$ cat src/sbc_pkg.sv
// Package of constants and types for the status, configuration and interrupt registers
// ----------------------------------------------------------------------------
// What this block does
// - Set last-reset-by-watchdog flag after a watchdog timeout or closed-window clear reset.
// - Any access to watchdog status or timing control clears that flag.
// - Missing config resistor: flag it, use internal timebase, disable windowing.
// - Config pin grounded: report disabled, suppress timeouts, go Normal after reset.
// - Window-open flag shows clears allowed; software ignores it when resistor missing.
// - Divider select: 0 ratio one, 1 ratio 3.6; resets to 1 on power-on.
// - Channel select: 0 off, 1 reserved, 2 temperature, 3 battery, 4-7 wake inputs.
// - Channel off or Stop/Sleep leaves analog output buffer unpowered.
// - Channel select resets on any reset; divider select only on power-on.
// - Hall supply bit on/off; clears on any reset, other config bits power-on only.
// - Cyclic multiplier bit scales nonzero cyclic-sense intervals by eight.
// - Auto-zero bit turns current sense offset reduction on or off.
// - Gain select bit: 1 gives about 14.5, 0 about 30.
// - Cleared mask bit blocks its group from the pin; flags still recorded.
// - Regulator prewarning and supply undervoltage always reach the interrupt pin.
// - Voltage monitor mask gates only supply over-voltage.
// - Writing the mask register returns the interrupt source code.
// - Reading source code acknowledges; pin goes high, or high 10us then low.
// - Source code is zero when nothing is pending.
// - Codes by priority: 1 wake,2 HS,3 LS,4 bus,5 voltage,6 forced wake.
// - Several pending sources are presented one by one after each acknowledge.
// - Writing timing control returns the four watchdog status flags.
// ----------------------------------------------------------------------------
package sbc_pkg;
	// ------------------------------------------------------------------------
	// Register addresses
	// ------------------------------------------------------------------------
	localparam logic [3:0] ADDR_TIMING_CONTROL = 4'ha;
	localparam logic [3:0] ADDR_WATCHDOG_STATUS = 4'hb;
	localparam logic [3:0] ADDR_ANALOG_MUX_CONTROL = 4'hc;
	localparam logic [3:0] ADDR_CONFIGURATION = 4'hd;
	localparam logic [3:0] ADDR_INTERRUPT_MASK = 4'he;
	localparam logic [3:0] ADDR_INTERRUPT_SOURCE = 4'hf;
	// ------------------------------------------------------------------------
	// Reset values and field positions
	// ------------------------------------------------------------------------
	localparam logic [3:0] RST_ANALOG_MUX_CONTROL = 4'h8;
	localparam logic [3:0] RST_CONFIGURATION = 4'h0;
	localparam logic [3:0] RST_INTERRUPT_MASK = 4'hf;
	localparam int MUX_DIV_BIT = 3;
	localparam int CFG_HALL_BIT = 3;
	localparam int CFG_CYC8_BIT = 2;
	localparam int CFG_AZ_BIT = 1;
	localparam int CFG_GAIN_BIT = 0;
	localparam int IMR_HS_BIT = 3;
	localparam int IMR_LS_BIT = 2;
	localparam int IMR_BUS_BIT = 1;
	localparam int IMR_VM_BIT = 0;
	// Pending source index order, highest priority first
	localparam int SRC_WAKE = 0;
	localparam int SRC_HS = 1;
	localparam int SRC_LS = 2;
	localparam int SRC_BUS = 3;
	localparam int SRC_VM_FIXED = 4;
	localparam int SRC_VM_OV = 5;
	localparam int SRC_FORCED = 6;
	localparam int SRC_N = 7;
	localparam logic [2:0] CH_OFF = 3'h0;
	// ------------------------------------------------------------------------
	// Timing
	// ------------------------------------------------------------------------
	localparam int CLK_PERIOD_NS = 50;
	localparam int IRQ_GAP_NS = 10000;
	localparam int IRQ_GAP_CYC = (IRQ_GAP_NS + CLK_PERIOD_NS - 1) / CLK_PERIOD_NS;
	localparam logic [7:0] IRQ_GAP_CNT = 8'(IRQ_GAP_CYC);
	// ------------------------------------------------------------------------
	// Types
	// ------------------------------------------------------------------------
	typedef struct packed {
		logic valid;
		logic write;
		logic [3:0] addr;
		logic [3:0] wdata;
	} sbc_req_t;
	typedef struct packed {
		logic wd_reset_event;
		logic wd_resistor_missing;
		logic wd_config_grounded;
		logic wd_window_open;
	} sbc_wd_in_t;
	typedef struct packed {
		logic watchdog_disabled_flag;
		logic internal_timebase;
		logic window_enable;
		logic normal_on_reset_exit;
	} sbc_wd_out_t;
	typedef struct packed {
		logic input_divider_select;
		logic [2:0] analog_channel_select;
		logic analog_buffer_enable;
		logic hall_supply_enable;
		logic cyclic_period_times_eight;
		logic sense_autozero_enable;
		logic sense_gain_select;
	} sbc_ana_t;
	typedef struct packed {
		logic [3:0] mux;
		logic [3:0] cfg;
		logic [3:0] interrupt_mask;
		logic last_reset_by_watchdog;
		logic [SRC_N-1:0] pend;
		logic [7:0] gap;
		logic irq_n;
		logic [3:0] rdata;
		logic rvalid;
		sbc_wd_out_t wd;
		sbc_ana_t ana;
	} sbc_state_t;
endpackage : sbc_pkg

$ cat src/sbc_regs.sv
// Status, configuration and interrupt register bank behind the serial port
`timescale 1ns/1ps
module sbc_regs (
	// Clock and power-on reset
	input wire logic clock,
	input wire logic rst,
	// Reset Mode or external reset, one or more cycles
	input wire logic mode_reset,
	// Stop or Sleep Mode active
	input wire logic stop_or_sleep,
	// Decoded serial transfer and its answer
	input wire sbc_pkg::sbc_req_t req,
	output logic [3:0] rsp_data,
	output logic rsp_valid,
	// Watchdog status inputs and derived controls
	input wire sbc_pkg::sbc_wd_in_t wd_in,
	output sbc_pkg::sbc_wd_out_t wd_out,
	// Interrupt event pulses, index order of the package
	input wire logic [sbc_pkg::SRC_N-1:0] irq_event,
	output logic interrupt_n,
	// Analog and configuration controls
	output sbc_pkg::sbc_ana_t ana
);
	// ------------------------------------------------------------------------
	// Priority decoding
	// ------------------------------------------------------------------------
	function automatic logic [3:0] src_code(input logic [sbc_pkg::SRC_N-1:0] p);
		logic [3:0] c;
		c = 4'h0;
		if (p[sbc_pkg::SRC_WAKE]) begin
			c = 4'h1;
		end else if (p[sbc_pkg::SRC_HS]) begin
			c = 4'h2;
		end else if (p[sbc_pkg::SRC_LS]) begin
			c = 4'h3;
		end else if (p[sbc_pkg::SRC_BUS]) begin
			c = 4'h4;
		end else if (p[sbc_pkg::SRC_VM_FIXED] | p[sbc_pkg::SRC_VM_OV]) begin
			c = 4'h5;
		end else if (p[sbc_pkg::SRC_FORCED]) begin
			c = 4'h6;
		end
		return c;
	endfunction : src_code

	function automatic logic [sbc_pkg::SRC_N-1:0] code_mask(input logic [3:0] c);
		logic [sbc_pkg::SRC_N-1:0] m;
		m = '0;
		unique case (c)
			4'h1: m[sbc_pkg::SRC_WAKE] = 1'b1;
			4'h2: m[sbc_pkg::SRC_HS] = 1'b1;
			4'h3: m[sbc_pkg::SRC_LS] = 1'b1;
			4'h4: m[sbc_pkg::SRC_BUS] = 1'b1;
			4'h5: begin
				m[sbc_pkg::SRC_VM_FIXED] = 1'b1;
				m[sbc_pkg::SRC_VM_OV] = 1'b1;
			end
			4'h6: m[sbc_pkg::SRC_FORCED] = 1'b1;
			default: m = '0;
		endcase
		return m;
	endfunction : code_mask

	function automatic logic [sbc_pkg::SRC_N-1:0] gate(input logic [sbc_pkg::SRC_N-1:0] p,
			input logic [3:0] msk);
		logic [sbc_pkg::SRC_N-1:0] g;
		g = p;
		g[sbc_pkg::SRC_HS] = p[sbc_pkg::SRC_HS] & msk[sbc_pkg::IMR_HS_BIT];
		g[sbc_pkg::SRC_LS] = p[sbc_pkg::SRC_LS] & msk[sbc_pkg::IMR_LS_BIT];
		g[sbc_pkg::SRC_BUS] = p[sbc_pkg::SRC_BUS] & msk[sbc_pkg::IMR_BUS_BIT];
		g[sbc_pkg::SRC_VM_OV] = p[sbc_pkg::SRC_VM_OV] & msk[sbc_pkg::IMR_VM_BIT];
		return g; // Fixed voltage monitor source passes ungated
	endfunction : gate

	// ------------------------------------------------------------------------
	// State
	// ------------------------------------------------------------------------
	sbc_pkg::sbc_state_t st;
	sbc_pkg::sbc_state_t next_st;
	logic [3:0] cur_code;
	logic [3:0] wd_status;
	logic ack;
	logic wd_touch;
	logic [sbc_pkg::SRC_N-1:0] pend_after;

	always_comb begin
		cur_code = src_code(st.pend);
		wd_status = {st.last_reset_by_watchdog, wd_in.wd_resistor_missing,
			wd_in.wd_config_grounded, wd_in.wd_window_open};
		ack = req.valid & ~req.write & (req.addr == sbc_pkg::ADDR_INTERRUPT_SOURCE);
		wd_touch = req.valid & ((req.addr == sbc_pkg::ADDR_TIMING_CONTROL) |
			(req.addr == sbc_pkg::ADDR_WATCHDOG_STATUS));
		pend_after = st.pend & ~(ack ? code_mask(cur_code) : '0);
		next_st = st;
		next_st.rvalid = req.valid;
		next_st.rdata = 4'h0;
		if (req.valid) begin
			if (req.addr == sbc_pkg::ADDR_TIMING_CONTROL || req.addr == sbc_pkg::ADDR_WATCHDOG_STATUS) begin
				next_st.rdata = wd_status;
			end
			if (req.addr == sbc_pkg::ADDR_INTERRUPT_MASK || req.addr == sbc_pkg::ADDR_INTERRUPT_SOURCE) begin
				next_st.rdata = cur_code;
			end
			if (req.write && req.addr == sbc_pkg::ADDR_ANALOG_MUX_CONTROL) begin
				next_st.mux = req.wdata;
			end
			if (req.write && req.addr == sbc_pkg::ADDR_CONFIGURATION) begin
				next_st.cfg = req.wdata;
			end
			if (req.write && req.addr == sbc_pkg::ADDR_INTERRUPT_MASK) begin
				next_st.interrupt_mask = req.wdata;
			end
		end
		// Set wins over the clear on the same edge
		next_st.last_reset_by_watchdog = (st.last_reset_by_watchdog & ~wd_touch) | wd_in.wd_reset_event;
		next_st.pend = pend_after | irq_event;
		if (ack && (|gate(next_st.pend, next_st.interrupt_mask))) begin
			next_st.gap = sbc_pkg::IRQ_GAP_CNT;
		end else if (st.gap != 8'h00) begin
			next_st.gap = st.gap - 8'h01;
		end else begin
			next_st.gap = 8'h00;
		end
		next_st.irq_n = (next_st.gap != 8'h00) | ~(|gate(next_st.pend, next_st.interrupt_mask));
		if (mode_reset) begin
			next_st.mux[2:0] = sbc_pkg::CH_OFF;
			next_st.cfg[sbc_pkg::CFG_HALL_BIT] = 1'b0;
		end
		next_st.wd.watchdog_disabled_flag = wd_in.wd_config_grounded;
		next_st.wd.normal_on_reset_exit = wd_in.wd_config_grounded;
		next_st.wd.internal_timebase = wd_in.wd_resistor_missing;
		next_st.wd.window_enable = ~wd_in.wd_resistor_missing & ~wd_in.wd_config_grounded;
		next_st.ana.input_divider_select = next_st.mux[sbc_pkg::MUX_DIV_BIT];
		next_st.ana.analog_channel_select = next_st.mux[2:0];
		next_st.ana.analog_buffer_enable = (next_st.mux[2:0] != sbc_pkg::CH_OFF) & ~stop_or_sleep;
		next_st.ana.hall_supply_enable = next_st.cfg[sbc_pkg::CFG_HALL_BIT];
		next_st.ana.cyclic_period_times_eight = next_st.cfg[sbc_pkg::CFG_CYC8_BIT];
		next_st.ana.sense_autozero_enable = next_st.cfg[sbc_pkg::CFG_AZ_BIT];
		next_st.ana.sense_gain_select = next_st.cfg[sbc_pkg::CFG_GAIN_BIT];
	end

	always_ff @(posedge clock) begin
		if (rst) begin
			st <= '0;
			st.mux <= sbc_pkg::RST_ANALOG_MUX_CONTROL;
			st.cfg <= sbc_pkg::RST_CONFIGURATION;
			st.interrupt_mask <= sbc_pkg::RST_INTERRUPT_MASK;
			st.irq_n <= 1'b1;
			st.ana.input_divider_select <= 1'b1;
		end else begin
			st <= next_st;
		end
	end

	// ------------------------------------------------------------------------
	// Outputs
	// ------------------------------------------------------------------------
	assign rsp_data = st.rdata;
	assign rsp_valid = st.rvalid;
	assign wd_out = st.wd;
	assign interrupt_n = st.irq_n;
	assign ana = st.ana;

	logic [8:0] high_run;
	always_ff @(posedge clock) begin
		// Counts only while an enabled source waits behind a high pin
		if (rst || !st.irq_n || !(|gate(st.pend, st.interrupt_mask))) begin
			high_run <= 9'h000;
		end else if (high_run != 9'h1ff) begin
			high_run <= high_run + 9'h001;
		end
	end
endmodule : sbc_regs

$ cat config.mk
export PLATFORM = sky130hd
export DESIGN_NAME = sbc_regs
export DESIGN_NICKNAME = d
export VERILOG_FILES = /design/src/sbc_pkg.sv /design/src/sbc_regs.sv
export SDC_FILE = /design/constraint.sdc
export NUM_CORES = 1
export LEC_CHECK = 0
export ABC_CLOCK_PERIOD_IN_PS = 4300
export BUFFER_PORTS_ARGS = -buffer_cell sky130_fd_sc_hd__buf_4
export CORE_ASPECT_RATIO = 1.4
export CORE_MARGIN = 2
export CORE_UTILIZATION = 57
export CTS_CLUSTER_SIZE = 10
export DETAILED_ROUTE_END_ITERATION = 8
export GPL_TIMING_DRIVEN = 0
export PLACE_DENSITY = 0.88
export SLEW_MARGIN = 20
export SYNTH_ARGS = -nofsm -noshare
export SYNTH_HDL_FRONTEND = slang
export SYNTH_SLANG_ARGS = --single-unit
$ cat constraint.sdc
create_clock -name clock -period 4.3 [get_ports clock]
set_clock_uncertainty 0.1 [all_clocks]
set_input_delay 0.645 -clock clock [delete_from_list [all_inputs] [get_ports clock]]
set_output_delay 0.645 -clock clock [all_outputs]
set_load 0.03 [all_outputs]
==> metrics.csv <==
stage,metric,value,unit
worst_setup_path,Worst EP required,4.36,ns
synth,Synth top cells by count,"dfxtp_1, nor2_1, nor3_1",
drt,Routed WL,4.479,mm
grt,initial antenna violation count,0,
final_layout,Register Area,760.7,sq um
timing,# setup viols final,0,
power,internal power,818.0,uW
synth,synth unique cells,48,
placement,Post-DP HPWL,3.296,mm
final_layout,Layout fillers,244,
timing,fin crit period,2.053,ns
drt,DR vias,1757,
worst_setup_path,Worst R2R Setup Slack,2.25,ns
synth,top_reg_cell synth,dfxtp_1,
timing,fmax,487.0,MHz
drt,Iter 0 DRT Violations,37,
power,switch share,0.3184,
synth,synthesized instance count,214,
hold_path,Hold Crit Class,flop to flop,
floorplan,core area,3316,sq um
worst_setup_path,critical path peak fanout,4,
synth,Synth area leaders,"dfxtp_1, buf_4, nor3_1",
floorplan,Die Area,3875,sq um
synth,Synth Area per Inst,9.022,sq um
power,clock share of power,0.309,
clocking,clock root cell,clkbuf_8,
timing,endpoints failing hold,0,
timing,Fin Setup TNS,0,ns
synth,Mapped Nets,241,
clocking,Worst-path clk slew,0.07,ns
worst_setup_path,Worst path slowest cell,or4_4,
grt,GR Util All Layers,0.2550,
final_layout,ratio of cells with drive above 1 in the final layout,0.3194,
final_layout,P&R area growth vs syn,25.92,%
floorplan,Die W,53.19,um
worst_setup_path,Max stage delay on crit path,0.56,ns
timing,crit share post-route,0.4775,
placement,GP Congestion,0.7962,
power,P_sw,382.2,uW
hold_path,hold path start,st[34],
final_layout,fin util,0.7332,
clocking,# Post-CTS Setup Buffers,0,
grt,vias in the first global route,1693,
timing,hold slack,0.3985,ns
floorplan,number of top-level pins,44,
synth,dominant cell type by area after synthesis,dfxtp_1,
power,leak pwr,0.001013,uW
placement,Buffers on Ports,41,
final_layout,Multi-input gate area,974.7,sq um
clocking,clk_lat worst skew,0.29,ns
power,Comb pwr share,0.321,
timing,RSZ-0062 raised after global routing,no,
clocking,CTS tree,done,
worst_setup_path,R2R depth,5,
synth,number of synthesized flops with an enable pin,0,
synth,share of the synthesized area in the top cell type,0.3940,
synth,Post-Syn Area,1931,sq um
synth,Syn. warnings,0,
timing,worst rel slew slack,0.6501,
power,sequential power share,0.370,
clocking,cts repair resizes,0,
worst_setup_path,CP Launch Type,flop,
drt,drt first pass iters,4,
worst_setup_path,critical path cell sequence,or4_4 > nor4_2 > mux2_1 > nor2_1 > o211ai_1,
clocking,hold_buf cts,0,
synth,sequential area share after synthesis,0.3940,
clocking,CTS sink count,38,
worst_setup_path,Arrival @ worst endpoint,2.11,ns
drt,antenna violation net count after detailed routing,0,
power,maximum VDD drop,0.4614,mV
synth,asr flop ratio synth,0,
final_layout,antenna cells,0,
timing,Pins Over Slew Limit,0,
run,max cap viols,0,
run_status,status,"complete, no violations",
worst_setup_path,crit path capture type,flop,
floorplan,Die Ht,72.86,um
floorplan,Core Rows,25,
final_layout,nets,289,
drt,DRC Markers,0,
power,PwrDens,493.7,nW/um^2
synth,most frequent cell after synthesis,dfxtp_1,
clocking,TritonCTS buffer count,5,
worst_setup_path,R2R Path Start,st[23],
hold_path,sink of the worst hold path,rsp_data[3],
floorplan,Initial Util,0.5823,
worst_setup_path,reg2reg end,interrupt_n,
drt,Routed wire per std cell,14.78,um
timing,Slew @ Worst Pin,0.5248,ns
grt,largest net degree at the start of global routing,13,
hold_path,Hold Path Stages,1,
clocking,worst-case clock buffer depth,2,
grt,first-pass GRT wire length,7.258,mm
worst_setup_path,critical path type,flop to flop,
synth,Yosys reg bits,38,
drt,Vias/cell,5.799,
clocking,H-Tree Depth,2,
grt,total gr overflow,0,
## sequential cells by signal, summed over array words and instances (netlist names)
name / flops
st: 28
rsp_data: 4
interrupt_n: 1
wd_out: 3
rsp_valid: 1
ana: 1
## stage by stage
stage | instance area [sq um] | worst slack [ns] | std cells | total power [uW]
finish | 2431 | 2.247 | 303 | 1200
global route | 2431 | 2.112 | 303 | 1269
CTS | 2431 | 2.299 | 303 | 1202
detailed placement | 2288 | 2.013 | 295 | 831.2
global placement | 2288 | 2.028 | 295 | 815.0
floorplan | 1931 | 2.184 | 214 | 733.1
## placed cells by master, fill, tap and decap left out, drive strengths merged, types with 3 or more instances in the layout
master and n:
a211oi 9, a21oi 9, a221o 3, buf 62, clkbuf 10, dfxtp 38
inv 8, mux2i 8, nand2 5, nand3 7, nand3b 4, nand4 4
nor2 22, nor2b 5, nor3 24, nor4 5, o21ai 6
## per-layer routing
layer	global-route usage	up-vias	share of wire
met2	0.4625	53	0.54
met4	0.1311	0	0.029
li1	-	865	-
met5	0	-	0
met3	0.05123	16	0.044
met1	0.2687	823	0.39
## worst max-delay path: cells and delay by family (launching register included)
family / cells / cell delay (ns)
AOI/OAI and AO/OA: 1 / 0.14
DFF: 1 / 0.34
muxes: 1 / 0.37
and+or+nand+nor: 3 / 0.97
## how the worst max path moves through the flow
stage | startpoint | end | slack [ns] | cells after the start
5_1_grt | st[23] | interrupt_n | 2.11 | 5
2_1_floorplan | req[6] | st[19] | 2.18 | 6
3_3_place_gp | req[5] | st[23] | 2.03 | 8
3_5_place_dp | req[5] | st[19] | 2.01 | 7
4_1_cts | st[23] | interrupt_n | 2.30 | 5
6_report | st[23] | interrupt_n | 2.25 | 5
## cell type report
type	count	share of cell area
multi-input combinational	143	0.4009
sequential	38	0.3129
timing repair buffer	41	0.1266
buffer	25	0.06794
clock buffer	6	0.03397
clock inverter	2	0.02470
tap	40	0.02059
inverter	8	0.01235
## cell families after synthesis
logic type	synth area share
and+or+nand+nor	0.2625
DFF	0.3940
buffers and inverters	0.1011
xor gates and xnor gates	0.01815
AOI/OAI and AO/OA	0.1581
adders and majority gates	0.01296
muxes	0.05314
## power by group through the flow
stage | Combinational [uW] | Clock [uW] | Sequential, uW
finish | 385 | 371 | 444
global route | 432 | 387 | 450
CTS | 384 | 375 | 443
detailed placement | 381 | 0 | 451
global placement | 367 | 0 | 448
floorplan | 283 | 0 | 450
Power figures use the tool's default switching activity.
